$ cat src/shared/stts_pkg.sv
`default_nettype none
package stts_pkg;
  // Clock rate and the microsecond tick derived from it.
  localparam int unsigned CLK_HZ       = 100000000;
  localparam int unsigned US_PER_S     = 1000000;
  localparam int unsigned TICKS_PER_US = CLK_HZ / US_PER_S;

  // Register word indices on the plain register port.
  localparam logic [3:0] REG_CTRL     = 4'h0;
  localparam logic [3:0] REG_PERIOD   = 4'h1;
  localparam logic [3:0] REG_WIDTH    = 4'h2;
  localparam logic [3:0] REG_TS_LO    = 4'h3;
  localparam logic [3:0] REG_TS_HI    = 4'h4;
  localparam logic [3:0] REG_SEQ      = 4'h5;
  localparam logic [3:0] REG_STATUS   = 4'h6;
  localparam logic [3:0] REG_CAM_NEW  = 4'h7;
  localparam logic [3:0] REG_CAM_LINE = 4'h8;

  // Control register fields.
  localparam int unsigned CTRL_TRIG_EN0 = 0;
  localparam int unsigned CTRL_TRIG_EN1 = 1;
  localparam int unsigned CTRL_PPS_EN   = 2;

  // Reset values of the configuration registers.
  localparam logic [31:0] CTRL_RST   = 32'h0000_0000;
  localparam logic [31:0] PERIOD_RST = 32'h0001_86A0;
  localparam logic [31:0] WIDTH_RST  = 32'h0000_03E8;
  localparam logic [31:0] ZERO32     = 32'h0000_0000;
endpackage
`default_nettype wire

$ cat src/design/stts_top.sv
`default_nettype none
module stts_top
  import stts_pkg::*;
#(
  parameter int unsigned NUM_TRIG = 2,
  parameter int unsigned TS_W     = 64
) (
  // Clock and reset.
  input  wire logic                clk_i,
  input  wire logic                rst_n_i,
  // Register port.
  input  wire logic [3:0]          addr_i,
  input  wire logic [31:0]         wdata_i,
  input  wire logic                wr_i,
  input  wire logic                rd_i,
  output logic      [31:0]         rdata_o,
  // Trigger port pins.
  input  wire logic                sync_i,
  output logic      [NUM_TRIG-1:0] trig_o,
  // Frame set event from the capture path.
  input  wire logic                frame_i
);

  logic [31:0]         ctrl_q;
  logic [31:0]         period_q;
  logic [31:0]         width_q;
  logic [31:0]         phase_q;
  logic [NUM_TRIG-1:0] trig_q;
  logic [7:0]          div_q;
  logic [TS_W-1:0]     ts_q;
  logic [TS_W-1:0]     stamp_q;
  logic [31:0]         seq_q;
  logic [2:0]          sync_sr_q;
  logic                sync_lvl_q;
  logic                sync_edge;
  logic                us_tick;
  logic [NUM_TRIG-1:0] line_used_q;
  logic [1:0]          cam_line_q;
  logic                cam_ext_q;
  logic                pps_seen_q;
  logic [31:0]         rdata_q;
  logic                pulse_on;

  localparam logic [7:0] DIV_LAST = 8'(TICKS_PER_US - 1);

  // Software configuration writes.
  always_ff @(posedge clk_i or negedge rst_n_i) begin
    if (!rst_n_i) begin
      ctrl_q   <= CTRL_RST;
      period_q <= PERIOD_RST;
      width_q  <= WIDTH_RST;
    end else if (wr_i) begin
      case (addr_i)
        REG_CTRL:   ctrl_q   <= wdata_i;
        REG_PERIOD: period_q <= wdata_i;
        REG_WIDTH:  width_q  <= wdata_i;
        default: ;
      endcase
    end
  end

  // Sync pin passes three flops; a change counts once stages two and three
  // agree, which also filters a single-cycle glitch.
  always_ff @(posedge clk_i or negedge rst_n_i) begin
    if (!rst_n_i) begin
      sync_sr_q  <= 3'h0;
      sync_lvl_q <= 1'b0;
    end else begin
      sync_sr_q <= {sync_sr_q[1:0], sync_i};
      if (sync_sr_q[1] == sync_sr_q[2]) begin
        sync_lvl_q <= sync_sr_q[2];
      end
    end
  end

  assign sync_edge = (sync_sr_q[1] & sync_sr_q[2]) & ~sync_lvl_q
                     & ctrl_q[CTRL_PPS_EN];

  // Microsecond prescaler; restarted by a sync edge so the tick grid aligns.
  always_ff @(posedge clk_i or negedge rst_n_i) begin
    if (!rst_n_i) begin
      div_q <= 8'h00;
    end else if (sync_edge || div_q == DIV_LAST) begin
      div_q <= 8'h00;
    end else begin
      div_q <= div_q + 8'h01;
    end
  end

  assign us_tick = (div_q == DIV_LAST);

  // Timestamp clock: zero from reset, free running, cleared by sync edge.
  always_ff @(posedge clk_i or negedge rst_n_i) begin
    if (!rst_n_i) begin
      ts_q <= '0;
    end else if (sync_edge) begin
      ts_q <= '0;
    end else if (us_tick) begin
      ts_q <= ts_q + TS_W'(1);
    end
  end

  // Frame set stamp and sequence number.
  always_ff @(posedge clk_i or negedge rst_n_i) begin
    if (!rst_n_i) begin
      stamp_q <= '0;
      seq_q   <= ZERO32;
    end else if (frame_i) begin
      stamp_q <= ts_q;
      seq_q   <= seq_q + 32'h1;
    end
  end

  // Trigger phase counter; a zero period is treated as one cycle.
  always_ff @(posedge clk_i or negedge rst_n_i) begin
    if (!rst_n_i) begin
      phase_q <= ZERO32;
    end else if (phase_q + 32'h1 >= period_q) begin
      phase_q <= ZERO32;
    end else begin
      phase_q <= phase_q + 32'h1;
    end
  end

  assign pulse_on = (phase_q < width_q);

  // Each line has its own enable and its own output flop.
  for (genvar g = 0; g < NUM_TRIG; g++) begin : g_trig
    always_ff @(posedge clk_i or negedge rst_n_i) begin
      if (!rst_n_i) begin
        trig_q[g] <= 1'b0;
      end else begin
        trig_q[g] <= pulse_on & ctrl_q[CTRL_TRIG_EN0 + g];
      end
    end
  end

  // New camera: external trigger on, first line not yet assigned.
  always_ff @(posedge clk_i or negedge rst_n_i) begin
    if (!rst_n_i) begin
      line_used_q <= '0;
      cam_line_q  <= 2'h0;
      cam_ext_q   <= 1'b0;
    end else if (wr_i && addr_i == REG_CAM_NEW) begin
      cam_ext_q <= 1'b1;
      if (!line_used_q[0]) begin
        line_used_q[0] <= 1'b1;
        cam_line_q     <= 2'h0;
      end else if (!line_used_q[1]) begin
        line_used_q[1] <= 1'b1;
        cam_line_q     <= 2'h1;
      end
    end
  end

  // Sticky sync-seen flag; a new edge wins over the clear on read.
  always_ff @(posedge clk_i or negedge rst_n_i) begin
    if (!rst_n_i) begin
      pps_seen_q <= 1'b0;
    end else if (sync_edge) begin
      pps_seen_q <= 1'b1;
    end else if (rd_i && addr_i == REG_STATUS) begin
      pps_seen_q <= 1'b0;
    end
  end

  // Read data, valid the cycle after the strobe; unmapped reads zero.
  always_ff @(posedge clk_i or negedge rst_n_i) begin
    if (!rst_n_i) begin
      rdata_q <= ZERO32;
    end else if (rd_i) begin
      case (addr_i)
        REG_CTRL:     rdata_q <= ctrl_q;
        REG_PERIOD:   rdata_q <= period_q;
        REG_WIDTH:    rdata_q <= width_q;
        REG_TS_LO:    rdata_q <= stamp_q[31:0];
        REG_TS_HI:    rdata_q <= stamp_q[TS_W-1:32];
        REG_SEQ:      rdata_q <= seq_q;
        REG_STATUS:   rdata_q <= {29'h0, pps_seen_q, trig_q};
        REG_CAM_LINE: rdata_q <= {29'h0, cam_ext_q, cam_line_q};
        default:      rdata_q <= ZERO32;
      endcase
    end else begin
      rdata_q <= ZERO32;
    end
  end

  assign rdata_o = rdata_q;
  assign trig_o  = trig_q;

  // Checks.
  sync_clears_ts_a: assert property (@(posedge clk_i) disable iff (!rst_n_i)
    sync_edge |=> ts_q == '0)
    else $error("timestamp not cleared by sync edge");
  // Checked on the timestamp itself, so it also catches a clear that slips
  // in by some other path while sync is disabled.
  sync_off_a: assert property (@(posedge clk_i) disable iff (!rst_n_i)
    (!ctrl_q[CTRL_PPS_EN] && ts_q != '0) |=> ts_q != '0)
    else $error("timestamp cleared while sync disabled");
  one_clear_a: assert property (@(posedge clk_i) disable iff (!rst_n_i)
    sync_edge |=> !sync_edge)
    else $error("sync edge lasted two cycles");
  ts_step_a: assert property (@(posedge clk_i) disable iff (!rst_n_i)
    (us_tick && !sync_edge) |=> ts_q == $past(ts_q) + TS_W'(1))
    else $error("timestamp did not advance on tick");
  ts_hold_a: assert property (@(posedge clk_i) disable iff (!rst_n_i)
    (!us_tick && !sync_edge) |=> $stable(ts_q))
    else $error("timestamp moved between ticks");
  trig_width_a: assert property (@(posedge clk_i) disable iff (!rst_n_i)
    (pulse_on && ctrl_q[CTRL_TRIG_EN0]) |=> trig_o[0])
    else $error("trigger low during pulse");
  trig_idle_a: assert property (@(posedge clk_i) disable iff (!rst_n_i)
    !pulse_on |=> trig_o == '0)
    else $error("trigger high outside pulse");
  seq_step_a: assert property (@(posedge clk_i) disable iff (!rst_n_i)
    frame_i |=> seq_q == $past(seq_q) + 32'h1 && stamp_q == $past(ts_q))
    else $error("frame set stamp or sequence wrong");
  cam_first_a: assert property (@(posedge clk_i) disable iff (!rst_n_i)
    (wr_i && addr_i == REG_CAM_NEW && !line_used_q[0])
      |=> cam_line_q == 2'h0 && cam_ext_q)
    else $error("new camera not given first line");

  pps_seen_c: cover property (@(posedge clk_i) disable iff (!rst_n_i)
    sync_edge);
  trig_rise_c: cover property (@(posedge clk_i) disable iff (!rst_n_i)
    $rose(trig_o[1]));
  frame_c: cover property (@(posedge clk_i) disable iff (!rst_n_i)
    frame_i ##1 frame_i);

endmodule
`default_nettype wire

$ cat config.mk
export PLATFORM = sky130hd
export DESIGN_NAME = stts_top
export DESIGN_NICKNAME = d
export VERILOG_FILES = /design/src/shared/stts_pkg.sv /design/src/design/stts_top.sv
export SDC_FILE = /design/constraint.sdc
export NUM_CORES = 1
export LEC_CHECK = 0
export BUFFER_PORTS_ARGS = -buffer_cell sky130_fd_sc_hd__buf_2
export CORE_MARGIN = 4
export CORE_UTILIZATION = 40
export DETAILED_ROUTE_END_ITERATION = 10
export PLACE_DENSITY = 0.62
export SYNTH_ARGS = -nofsm -noshare
export SYNTH_HDL_FRONTEND = slang
export SYNTH_SLANG_ARGS = --single-unit
$ cat constraint.sdc
create_clock -name clk_i -period 4.6 [get_ports clk_i]
set_input_delay 0.69 -clock clk_i [delete_from_list [all_inputs] [get_ports clk_i]]
set_output_delay 0.69 -clock clk_i [all_outputs]
set_load 0.005 [all_outputs]
; Word-level counts from Yosys, hierarchy flattened
; Cells that the tools add are included.
[word_totals]
register_bits = 339
input_bits = 42
out_inout_bits = 34
wordCells = 61
[op_classes]
addsub = 4
order_cmp = 2
n_eq_ne = 11
muxes = 10
bitwise = 6
n_reduce_logical = 11
[ops]
columns = op, count
row1 = $pmux 32 s8, 1
row2 = $mux 64, 2
row3 = $add 32x1->32 const B, 2
row4 = $add 64x1->64 const B, 1
row5 = $mux 32, 2
row6 = $ge 32x32->1, 1
row7 = $lt 32x32->1, 1
row8 = $eq 4x3->1 const B, 4
row9 = $reduce_and 2->1, 5
row10 = $add 8x1->8 const B, 1
row11 = $eq 4x2->1 const B, 2
row12 = $eq 8x7->1 const B, 1
row13 = $mux 8, 1
row14 = $and 1x1->1, 5
row15 = $eq 4x1->1 const B, 1
row16 = $eq 4x4->1 const B, 1
row17 = $logic_not 4->1, 1
row18 = $mux 2, 2
row19 = $reduce_bool 2->1, 2
row20 = $logic_and 1x1->1, 2
row21 = $mux 1, 2
row22 = $ne 2x2->1 const B, 1
row23 = $eq 1x1->1, 1
row24 = $logic_or 1x1->1, 1
row25 = $not 1->1, 1

; Logic depth before layout (Yosys ltp)
; Gate-level depths: netlist of run 1.
[logic_depth]
depth_word = 5
mapped_depth = 14
depth_no_buf = 13

; Worst setup path after synthesis of run 1
; Ideal clock, no wire load.
[synth_path]
path_type = reg2reg
start = reg phase_q[3]
end = reg phase_q[10]
setup_ns = 0.074
arrival_ns = 3.235
required_time_ns = 4.526
setup_slack_ns = 1.292
stages_incl_launch_ff = 14
n_path_buf = 1
synth_period_minus_slack_ns = 3.308
cell_sequence = dfrtp_1 -> nand4_1 -> nor4_1 -> nand3_1 -> nor2_1 -> xor2_1 -> ha_1 -> a21o_1 -> a221o_1 -> a21oi_1 -> nand2_1 -> or3_1 -> clkbuf_1 -> nor2b_1
[synth_via]
elab_chain_len = 3
[synth_rtl]
columns = item, line_no
row1 = from (decl), stts_top.sv:27  ; logic [31:0] phase_q;
row2 = from (signal assigned), stts_top.sv:121  ; phase_q <= phase_q + 32'h1;
row3 = $add 32x1->32 (*), "stts_top.sv:118, stts_top.sv:121"
row4 = $ge 32x32->1, stts_top.sv:118  ; end else if (phase_q + 32'h1 >= period_q) begin
row5 = $mux 32 (*), stts_top.sv:118
; Mark *: on every way between the ends. The rest lies on a longest branch, timed or not.
; A chain may end at the register's enable or synchronous reset.

; Worst setup path in the final report of run 1
[layout_path]
start = reg phase_q[0]
end = reg phase_q[2]
; The elaborated chain is that of the path after synthesis.

==> implementation parameters, run 1 <==
Parameter                              Value

Placed design
  Area after detailed placement ... 17300 um^2
  Total half-perimeter wirelength after legalization and detailed placement ... 29700 um
  Dpl cells ... 1967
  Number of I/O port buffers ... 75
  Pre-CTS setup slack ... 854 ps
  Last weighted congestion value of the routability-driven placer ... 0.907

GRT
  Maximum number of pins on one net before global-route repair ... 131
  Met3 usage in global routing ... 3.63%
  Via count of the first global-routing pass ... 11600
  GRT Overall Usage ... 19.3%
  Met1 Usage GRT ... 28.2%
  Global routing met2 resource utilization ... 29.7%
  Global-route wire length before repair ... 67900 um
  Global-route layer with the greatest usage ... met2
  Number of antenna violations at the first check in global routing ... 0
  Final global-route overflow total ... 0

Layout
  Summed area of non-filler cells in the final layout ... 18500 um^2
  Number of diodes added for antenna fixing ... 0
  Count of filler cells inserted in the layout ... 3649
  Growth of design area from synthesis to finish ... 13.6%
  Flip-flop and latch area ... 8470 um^2
  Total area of multi-input combinational cells ... 7280 um^2
  Fraction of layout instances using a drive strength above 1 ... 24.3%
  Post-route non-filler standard cell count ... 2034
  Final #Nets ... 1591

Worst setup path
  Library cell contributing the largest single delay on the critical path ... nor4_1
  Critical-path cell list ... ha_1, nand2_1, nor4_1, and3_1, nand4_1, xnor2_1, ha_1, and2_1, a221o_1, a21oi_1, nand2_1, or3_1, buf_4, nor2b_1
  Crit Path Max Fanout ... 16
  CP Data Required Time ... 5050 ps
  Critical path class ... reg -> reg
  Largest stage delay on the critical path ... 610 ps
  Setup crit end kind ... flip-flop
  Type of element launching the critical path ... flip-flop
  Arrival @ worst endpoint ... 4190 ps

Clock tree
  Clock tree from TritonCTS ... done
  Total CTS buffers ... 37
  Clock latency of the later-clocked register in the worst-skew pair ... 540 ps
  Number of instances resized during post-cts repair ... 0
  Clock tree root driver cell ... clkbuf_16
  Sink count of the clock tree ... 338
  Hold-fix buffers, CTS ... 0
  Clock transition time at the flip-flop clock pins of the worst setup and hold paths ... 60 ps
  Max Root-Sink Buffers ... 3
  # Post-CTS Setup Buffers ... 0
  CTS H-tree lvls ... 2

Power
  Maximum vdd ir drop ... 0.201 mV
  Power Dens Cells ... 417 nW/um^2
  Cell leakage power ... 8.61 nW

Logic synthesis
  Async set or reset register ratio after synthesis ... 100%
  Cell Area, Synth ... 16300 um^2
  Synthesized-area fraction occupied by adder cells ... 5.22%
  Share of the synthesized area in the top cell type ... 50.0%
  Compound-Gate Fraction of Synth Area ... 7.74%
  Fraction of synthesized area in multiplexers ... 11.3%
  Number of warning messages in the yosys log ... 0
  Post-synthesis cell type with the largest combined area ... dfrtp_1
  Post-synthesis average cell area ... 11.6 um^2
  Cell types with the largest area share after synthesis ... dfrtp_1, mux2_2, ha_1, xnor2_1, a222oi_1
  Number of register bits inferred by synthesis ... 338
  Ranking of synthesized cells by instance count ... dfrtp_1, mux2_2, nor2_1
  Post-synth net total ... 1519
  Most common cell in the netlist ... dfrtp_1
  Cell variety after synth ... 64
  Main combinational cell family by area after synthesis ... simple AND/OR/NAND/NOR gates
  Number of instances in the synthesized netlist ... 1409
  Xor and xnor fraction of the mapped netlist area ... 6.50%
  Seq/Total Area, Yosys ... 51.9%
  Most frequently used flop master after synthesis ... dfrtp_1
  Number of enable flip-flop cells after synthesis ... 0
  Post-synthesis share of cell area spent on and, or, nand and nor gates ... 13.5%

Floorplanning
  Vert. Die Dim ... 210 um
  Starting density of the core ... 40.8%
  Placeable Area ... 40000 um^2
  Row cnt ... 73
  Count of pins on the block boundary ... 76
  Floorplan die area ... 44100 um^2
  Die Span X ... 210 um

Route
  Total length of routed wires ... 42800 um
  WL per Instance ... 21.0 um
  Drt first-iter violations ... 1292
  Via density per instance ... 5.63
  Residual DRC count ... 0
  Remaining antenna violation count ... 0
  Via count of the routed design ... 11500
  DR pass1 iterations ... 9

Timing
  Final worst clock skew ... 19.5 ps
  Fin crit share ... 81.4%
  Maximum clock frequency ... 267 MHz
  Setup slack of the critical path after layout ... 854 ps
  Actual slew at the worst max-slew pin ... 1080 ps
  Number of setup violations in the final report ... 0
  Number of hold violations in the final report ... 0
  Setup repair after global routing missed its margin ... false
  Post-Route Setup TNS ... 0 ps
  Normalized max-slew margin ... 27.8%
  Final slew viol count ... 0
  Period minus WS final ... 3750 ps

Outcome
  Status ... completed

Hold path
  Path type of the worst min-delay path ... in -> async

Flow run
  Max capacitance violation total ... 0
[cells in the final DEF, fill, tap and decap left out, types with 10 or more instances in the layout]
cell type	n
o21ai_0	18
buf_4	19
nor4_1	16
ha_1	68
or3_1	12
dfstp_2	12
clkbuf_16	39
buf_2	74
xnor2_1	89
nor2_1	96
nor3_1	25
dfrtp_1	326
clkbuf_8	10
xor2_1	32
clkbuf_1	10
nor4_2	13
a21oi_1	59
and3_1	13
mux2_2	162
nand2_1	62
nand4_1	34
nor2b_1	36
a222oi_1	60
nand3_1	48
inv_1	82
[through the flow]
stage / hold WS, ps / power (mW) / utilization (%)
after global routing: 257 / 8.10 / 46.3
after detailed placement: 342 / 4.73 / 43.2
final: 236 / 7.73 / 46.3
after floorplan: 331 / 4.30 / -
after global placement: 343 / 4.69 / 43.2
after CTS: 249 / 7.79 / 46.3
[power by group]
| group | internal (mW) | total [mW] | switching [mW] | leakage, nW |
|---|---|---|---|---|
| Sequential | 3.31 | 3.66 | 0.346 | 4.47 |
| Clock | 1.83 | 3.03 | 1.20 | 0.617 |
| Combinational | 0.494 | 1.04 | 0.546 | 3.52 |
| Total | 5.64 | 7.73 | 2.09 | 8.61 |
[critical path, delay by kind of cell, from the launching register on]
family	cells	cell delay (ps)
AND/OR/NAND/NOR	8	1900
AO/OA/AOI/OAI	2	440
flip-flops	1	410
adder cells (fa/ha/maj)	2	490
buffers and inverters	1	210
XOR/XNOR	1	220
[cells by family (layout without fill, tap and decap cells)]
| logic type | after synthesis | count (layout) |
|---|---|---|
| AOI/OAI and AO/OA | 172 | 172 |
| xor gates and xnor gates | 121 | 121 |
| adders and majority gates | 68 | 68 |
| buffers and inverters | 145 | 245 |
| DFF | 338 | 338 |
| muxes | 164 | 164 |
| and+or+nand+nor | 401 | 401 |
[cell type report]
type,count,area share [%]
repair buffers,96,3.07
inverters,82,1.66
multi-input cells,926,39.3
well taps,525,3.55
flip-flops and latches,338,45.7
clock inverters,8,0.506
clock buffers,59,6.21
[path summary, 6_finish.rpt]
| path | startpoint | to | slack (ps) | depth (start not counted) |
|---|---|---|---|---|
| max | phase_q[0] | phase_q[2] | 850 | 14 |
| max in group asynchronous | rst_n_i | period_q[9] | 3150 | 2 |
| min reg2reg | sync_sr_q[0] | sync_sr_q[1] | 350 | 0 |
| min in group clk_i | sync_i | sync_sr_q[0] | 270 | 1 |
| min | rst_n_i | width_q[21] | 240 | 1 |
| max reg2reg | phase_q[0] | phase_q[2] | 850 | 14 |
[routing by layer]
layer	vias to the layer above	part of all wire, %
met2	339	45
met4	0	2.4
met3	62	7.1
met5	-	0
met1	5826	46
li1	5232	-
[registers in the layout, summed over array words and instances (netlist names)]
name and count:
seq_q 32, stamp_q 64, period_q 32, ctrl_q 32
rdata_o 32, sync_lvl_q 1, sync_sr_q 3, cam_line_q 1
div_q 8, phase_q 32, trig_o 2, width_q 32
pps_seen_q 1, cam_ext_q 1, ts_q 64, line_used_q 1
Note: power is estimated with default switching activity, not from simulation.
==> run 2, diff against run 1 <==
--- a/config.mk
+++ b/config.mk
@@ -9,7 +9,7 @@
 export CORE_MARGIN = 4
 export CORE_UTILIZATION = 40
 export DETAILED_ROUTE_END_ITERATION = 10
-export PLACE_DENSITY = 0.62
+export PLACE_DENSITY = 0.64
 export SYNTH_ARGS = -nofsm -noshare
 export SYNTH_HDL_FRONTEND = slang
 export SYNTH_SLANG_ARGS = --single-unit
==> constraint.sdc (replaced) <==
create_clock -name clk_i -period 3.2 [get_ports clk_i]
set_input_delay 0.48 -clock clk_i [delete_from_list [all_inputs] [get_ports clk_i]]
set_output_delay 0.48 -clock clk_i [all_outputs]
set_load 0.005 [all_outputs]
==> implementation parameters, run 2 (same netlist as run 1, synthesis figures left out) <==
Parameter                              Value

Route
  Residual DRC count ... 0 (unchanged)
  Met2 WL post-DR ... 19200 um (was 19100 um)
  Detailed-routing wirelength on met1 ... 19600 um (about the same)
  Via count of the routed design ... 11600 (was 11500)
  Remaining antenna violation count ... 0 (unchanged)
  Highest metal used ... met4 (unchanged)
  Total length of routed wires ... 42200 um (was 42800 um)
  DR pass1 iterations ... 9 (unchanged)
  WL per Instance ... 20.3 um (was 21.0 um)
  Drt first-iter violations ... 1204 (was 1292)
  Via density per instance ... 5.60 (was 5.63)
  Detail Route met3 WL ... 2600 um (was 3040 um)

Floorplanning
  Starting density of the core ... 40.8% (unchanged)
  Count of pins on the block boundary ... 76 (unchanged)
  Placeable Area ... 40000 um^2 (unchanged)
  Floorplan die area ... 44100 um^2 (unchanged)
  Die Span X ... 210 um (unchanged)
  Row cnt ... 73 (unchanged)
  Vert. Die Dim ... 210 um (unchanged)

Timing
  Number of setup violations in the final report ... 32 (was 0)
  Normalized max-slew margin ... 39.8% (was 27.8%)
  Fin Hold WS ... 72.6 ps (was 236 ps)
  Period minus WS final ... 3310 ps (was 3750 ps)
  Setup slack of the critical path after layout ... -110 ps (was 854 ps)
  Fin crit share ... 103% (was 81.4%)
  Actual slew at the worst max-slew pin ... 903 ps (was 1080 ps)
  Final worst clock skew ... 15.6 ps (was 19.5 ps)
  Post-Route Setup TNS ... -2610 ps (was 0 ps)
  Number of hold violations in the final report ... 0 (unchanged)
  Setup repair after global routing missed its margin ... true (was false)
  Final slew viol count ... 0 (unchanged)
  Maximum clock frequency ... 302 MHz (was 267 MHz)

Placed design
  Total half-perimeter wirelength after legalization and detailed placement ... 30000 um (was 29700 um)
  Number of I/O port buffers ... 75 (unchanged)
  Pre-CTS setup slack ... -226 ps (was 854 ps)
  Last weighted congestion value of the routability-driven placer ... 0.855 (was 0.907)
  Area after detailed placement ... 17600 um^2 (was 17300 um^2)

Power
  Maximum vdd ir drop ... 0.365 mV (was 0.201 mV)
  Combinational power share ... 15.4% (was 13.5%)
  Power Dens Cells ... 583 nW/um^2 (was 417 nW/um^2)
  Switching share of power ... 27.3% (was 27.1%)
  Switching pwr ... 3.04 mW (was 2.09 mW)
  Internal power ... 8.08 mW (was 5.64 mW)
  Clk network pwr share ... 37.7% (was 39.2%)
  Cell leakage power ... 8.86 nW (was 8.61 nW)
  Sequential power share ... 46.9% (was 47.4%)

GRT
  Number of antenna violations at the first check in global routing ... 0 (unchanged)
  Final global-route overflow total ... 0 (unchanged)
  Global-route wire length before repair ... 67700 um (was 67900 um)
  Via count of the first global-routing pass ... 11600 (about the same)
  GRT Overall Usage ... 19.0% (was 19.3%)
  Maximum number of pins on one net before global-route repair ... 90 (was 131)

Clock tree
  Clock tree root driver cell ... clkbuf_16 (unchanged)
  CTS H-tree lvls ... 2 (unchanged)
  Total CTS buffers ... 37 (unchanged)
  Max Root-Sink Buffers ... 3 (unchanged)
  Clock tree from TritonCTS ... done (unchanged)
  Clock transition time at the flip-flop clock pins of the worst setup and hold paths ... 60 ps (about the same)
  Clock latency of the later-clocked register in the worst-skew pair ... 530 ps (was 540 ps)
  Sink count of the clock tree ... 338 (unchanged)

Worst setup path
  Crit Path Max Fanout ... 6 (was 16)
  Worst setup path start ... phase_q[6] (was phase_q[0])
  CP Data Required Time ... 3650 ps (was 5050 ps)
  Critical path class ... reg -> reg (unchanged)
  Depth of the most critical reg-to-reg path ... 14 (unchanged)
  Endpoint of the most critical setup path ... phase_q[10] (was phase_q[2])
  Setup crit end kind ... flip-flop (unchanged)
  Type of element launching the critical path ... flip-flop (unchanged)
  Arrival @ worst endpoint ... 3760 ps (was 4190 ps)
  Startpoint of the worst-slack reg-to-reg timing path ... phase_q[6] (was phase_q[0])
  Reg2Reg Setup Slack ... -110 ps (was 850 ps)
  R2r endpoint ... phase_q[10] (was phase_q[2])

Layout
  Growth of design area from synthesis to finish ... 16.9% (was 13.6%)
  Fraction of layout instances using a drive strength above 1 ... 28.5% (was 24.3%)
  Most used cells in the layout excluding fill and tap cells ... dfrtp_1, mux2_2, nor2_1 (unchanged)
  Commonest non-fill, non-tap cell in the layout ... dfrtp_1 (unchanged)
  Number of diodes added for antenna fixing ... 0 (unchanged)
  Largest registers ... stamp_q (64), ts_q (64) (unchanged)
  Count of filler cells inserted in the layout ... 3556 (was 3649)
  Final #Nets ... 1634 (was 1591)
  Final Core Density ... 47.7% (was 46.3%)
  Summed area of non-filler cells in the final layout ... 19100 um^2 (was 18500 um^2)

Hold path
  Path type of the worst min-delay path ... in -> reg (was in -> async)

Flow run
  Max capacitance violation total ... 0 (unchanged)

Outcome
  Status ... complete, but fails checks (was completed)
  Violations in the final reports ... setup timing
run 2: changes by cell type in the layout (fill, tap and decap cells not counted), moves of 3 or more:
| cell | change |
|---|---|
| nor2_1 | -8 |
| nor2b_2 | +5 |
| clkbuf_8 | -3 |
| xnor2_1 | -3 |
| buf_4 | +34 |
| buf_12 | +4 |
| xor2_2 | +3 |
| xor2_1 | -3 |
| nor4_1 | -3 |
| nor2_4 | +3 |
| nor2_2 | +5 |
| xnor2_2 | +3 |
| buf_6 | +3 |
| nor2b_1 | -6 |
run 2: worst min path at each step:
stage                      start           end  cells after the start
CTS                       sync_i  sync_sr_q[0]                      1
global placement    sync_sr_q[0]  sync_sr_q[1]                      0
detailed placement  sync_sr_q[0]  sync_sr_q[1]                      0
floorplan                rst_n_i     cam_ext_q                      0
global route              sync_i  sync_sr_q[0]                      1
finish                    sync_i  sync_sr_q[0]                      1
run 2: cell type report:
class	count	area, um^2	area share [%]
Multi-Input combinational cell	926	7460	39.1
Clock buffer	54	1100	5.78
Tap cell	525	657	3.45
Sequential cell	338	8470	44.4
Timing Repair Buffer	139	972	5.10
Clock inverter	11	93.8	0.492
Inverter	82	308	1.61
run 2: repair_timing:
action                                 in CTS  in global routing
endpoints found under the hold margin       4                  0
gates cloned                                0                  2
pin swaps                                   6                 22
buffers inserted                            1                  7
resized for setup                           8                 33
hold buffers                                1                  0
setup endpoints to repair                  32                 32
run 2: power groups by stage:
| stage | sequential [mW] | clock (mW) | combinational [mW] |
|---|---|---|---|
| 2_1_floorplan | 5.11 | 0 | 1.07 |
| 3_3_place_gp | 5.25 | 0 | 1.59 |
| 3_5_place_dp | 5.27 | 0 | 1.64 |
| 4_1_cts | 5.20 | 4.27 | 1.66 |
| 5_1_grt | 5.27 | 4.47 | 1.95 |
| 6_report | 5.22 | 4.19 | 1.71 |
run 2: worst max-delay path: stages (launching register included):
cell	delay (ps)
dfrtp_1	350
nand4_1	220
buf_4	220
nor2_1	230
nand4_1	190
buf_6	180
nor2_2	110
xor2_1	190
ha_1	270
and4_1	220
nand4_1	190
a311oi_2	100
or3_4	480
clkbuf_16	190
nor2b_1	100
run 2: stage by stage:
stage               instances  total power, mW
global placement         1999             6.83
finish                   2075             11.1
detailed placement       1999             6.91
CTS                      2066             11.1
global route             2075             11.7
floorplan                1409             6.18
run 2: routing by layer:
| layer | track usage, % | vias up |
|---|---|---|
| met5 | 0 | - |
| met4 | 4.14 | 0 |
| met3 | 2.77 | 53 |
| met2 | 29.6 | 332 |
| met1 | 28.6 | 5918 |
| li1 | - | 5309 |
==> run 3, diff against run 2 <==
--- a/config.mk
+++ b/config.mk
@@ -10,6 +10,7 @@
 export CORE_UTILIZATION = 40
 export DETAILED_ROUTE_END_ITERATION = 10
 export PLACE_DENSITY = 0.64
+export REMOVE_ABC_BUFFERS = 1
 export SYNTH_ARGS = -nofsm -noshare
 export SYNTH_HDL_FRONTEND = slang
 export SYNTH_SLANG_ARGS = --single-unit
==> implementation parameters, run 3 (same netlist as run 1, synthesis figures left out) <==
Parameter                              Value

Timing
  Number of setup violations in the final report ... 32 (unchanged)
  Fin crit share ... 105% (was 103%)
  Actual slew at the worst max-slew pin ... 830 ps (was 903 ps)
  Number of hold violations in the final report ... 0 (unchanged)
  Setup slack of the critical path after layout ... -169 ps (was -110 ps)
  Normalized max-slew margin ... 44.7% (was 39.8%)
  Maximum clock frequency ... 297 MHz (was 302 MHz)
  Final slew viol count ... 0 (unchanged)
  Period minus WS final ... 3370 ps (was 3310 ps)
  Final worst clock skew ... 14.9 ps (was 15.6 ps)
  Setup repair after global routing missed its margin ... true (unchanged)
  Post-Route Setup TNS ... -3160 ps (was -2610 ps)

Worst setup path
  Arrival @ worst endpoint ... 3810 ps (was 3760 ps)
  Crit Path Max Fanout ... 7 (was 6)
  Type of element launching the critical path ... flip-flop (unchanged)
  Startpoint of the worst-slack reg-to-reg timing path ... phase_q[5] (was phase_q[6])
  Critical path class ... reg -> reg (unchanged)
  CP Data Required Time ... 3640 ps (was 3650 ps)
  R2r endpoint ... phase_q[3] (was phase_q[10])
  Worst setup path start ... phase_q[5] (was phase_q[6])
  Depth of the most critical reg-to-reg path ... 16 (was 14)
  Endpoint of the most critical setup path ... phase_q[3] (was phase_q[10])
  Reg2Reg Setup Slack ... -170 ps (was -110 ps)
  Setup crit end kind ... flip-flop (unchanged)

Clock tree
  Total CTS buffers ... 36 (was 37)
  Clock tree from TritonCTS ... done (unchanged)
  Sink count of the clock tree ... 338 (unchanged)
  Clock tree root driver cell ... clkbuf_16 (unchanged)
  CTS H-tree lvls ... 2 (unchanged)
  Clock latency of the later-clocked register in the worst-skew pair ... 520 ps (was 530 ps)
  Clock transition time at the flip-flop clock pins of the worst setup and hold paths ... 60 ps (about the same)
  Max Root-Sink Buffers ... 3 (unchanged)

GRT
  Number of antenna violations at the first check in global routing ... 4 (was 0)
  Maximum number of pins on one net before global-route repair ... 83 (was 90)
  Via count of the first global-routing pass ... 11600 (about the same)
  GRT Overall Usage ... 18.8% (was 19.0%)
  Global-route wire length before repair ... 66800 um (was 67700 um)
  Final global-route overflow total ... 0 (unchanged)

Route
  Total length of routed wires ... 42000 um (was 42200 um)
  Remaining antenna violation count ... 0 (unchanged)
  WL per Instance ... 20.2 um (was 20.3 um)
  Via count of the routed design ... 11500 (was 11600)
  DR pass1 iterations ... 6 (was 9)
  Drt first-iter violations ... 1098 (was 1204)
  Via density per instance ... 5.54 (was 5.60)
  Residual DRC count ... 0 (unchanged)

Layout
  Growth of design area from synthesis to finish ... 16.8% (was 16.9%)
  Count of filler cells inserted in the layout ... 3550 (was 3556)
  Final #Nets ... 1637 (was 1634)
  Summed area of non-filler cells in the final layout ... 19100 um^2 (about the same)
  Fraction of layout instances using a drive strength above 1 ... 28.2% (was 28.5%)
  Largest registers ... stamp_q (64), ts_q (64) (unchanged)
  Commonest non-fill, non-tap cell in the layout ... dfrtp_1 (unchanged)
  Most used cells in the layout excluding fill and tap cells ... dfrtp_1, mux2_2, nor2_1 (unchanged)

Placed design
  Number of I/O port buffers ... 75 (unchanged)
  Area after detailed placement ... 17600 um^2 (about the same)
  Last weighted congestion value of the routability-driven placer ... 0.849 (was 0.855)
  Total half-perimeter wirelength after legalization and detailed placement ... 29400 um (was 30000 um)

Hold path
  Path type of the worst min-delay path ... in -> reg (unchanged)

Outcome
  Violations in the final reports ... setup timing (unchanged)
  Status ... complete, but fails checks (unchanged)

Flow run
  Max capacitance violation total ... 0 (unchanged)

Power
  Clk network pwr share ... 37.6% (was 37.7%)
  Cell leakage power ... 8.88 nW (was 8.86 nW)
  Switching share of power ... 26.9% (was 27.3%)
  Sequential power share ... 46.9% (about the same)
  Combinational power share ... 15.5% (was 15.4%)
  Power Dens Cells ... 583 nW/um^2 (about the same)
  Maximum vdd ir drop ... 0.389 mV (was 0.365 mV)
  Internal power ... 8.12 mW (was 8.08 mW)
  Switching pwr ... 2.99 mW (was 3.04 mW)

Floorplanning
  Count of pins on the block boundary ... 76 (unchanged)
  Floorplan die area ... 44100 um^2 (unchanged)
  Starting density of the core ... 40.8% (unchanged)
  Die Span X ... 210 um (unchanged)
  Placeable Area ... 40000 um^2 (unchanged)
  Vert. Die Dim ... 210 um (unchanged)
  Row cnt ... 73 (unchanged)
==> run 3: final cells by class <==
class	count	area, um^2	share of cell area (%)
diodes	2	5.00	0.0263
clock buffers	54	1090	5.72
clock inverters	8	93.8	0.492
inverters	82	308	1.61
multi-input cells	926	7430	39.0
flip-flops and latches	338	8470	44.5
well taps	525	657	3.45
repair buffers	143	1000	5.26
==> run 3: power groups by stage <==
stage / registers, mW / clock network, mW / logic [mW]
2_1_floorplan: 5.11 / 0 / 1.04
3_3_place_gp: 5.23 / 0 / 1.59
3_5_place_dp: 5.26 / 0 / 1.64
4_1_cts: 5.19 / 4.26 / 1.67
5_1_grt: 5.26 / 4.44 / 1.96
6_report: 5.21 / 4.18 / 1.73
==> run 3: worst min-delay path by stage <==
stage	start	slack [ps]	to	cells past startpoint
after floorplan	rst_n_i	180	cam_ext_q	0
after global placement	sync_sr_q[0]	330	sync_sr_q[1]	0
after detailed placement	sync_sr_q[0]	340	sync_sr_q[1]	0
after CTS	sync_i	90	sync_sr_q[0]	1
after global routing	sync_i	100	sync_sr_q[0]	1
final	sync_i	110	sync_sr_q[0]	1
==> run 3: per-stage QoR <==
| step | power, mW | hold slack (ps) | setup WS [ps] | util [%] | std cells |
|---|---|---|---|---|---|
| 3_5_place_dp | 6.90 | 344 | -227 | 43.9 | 2001 |
| 2_1_floorplan | 6.16 | 184 | -1760 | - | 1346 |
| 3_3_place_gp | 6.82 | 334 | -181 | 43.9 | 2001 |
| 6_report | 11.1 | 110 | -169 | 47.6 | 2078 |
| 4_1_cts | 11.1 | 93.1 | -44.4 | 47.1 | 2065 |
| 5_1_grt | 11.7 | 103 | -324 | 47.6 | 2078 |
==> run 3: worst max-delay path, stage by stage, from the launching register on <==
cell and delay, ps:
dfrtp_1 350, nand4_1 180, buf_4 180, buf_4 140
nor2_4 70, buf_6 110, buf_4 110, and3_1 160
xor2_1 250, ha_1 300, a21oi_1 140, o21ai_0 100
o21bai_1 240, a311oi_1 130, or3_4 480, clkbuf_16 200
nor2b_1 140
==> run 3: routing by layer <==
metal  GRT usage [%]  vias to the layer above  wire (um)
met4            5.27                        4       1080
met3            2.96                       72       2370
li1                -                     5314          -
met1            27.4                     5842      19200
met2            29.4                      290      19400
met5               0                        -         27
==> run 3: repair_timing <==
item,in CTS,in global routing
gates resized for setup,14,18
gates cloned,0,3
hold endpoints to repair,51,0
endpoints found under the setup margin,32,32
buffers inserted,1,8
pin swaps,9,15
hold buffers,1,0
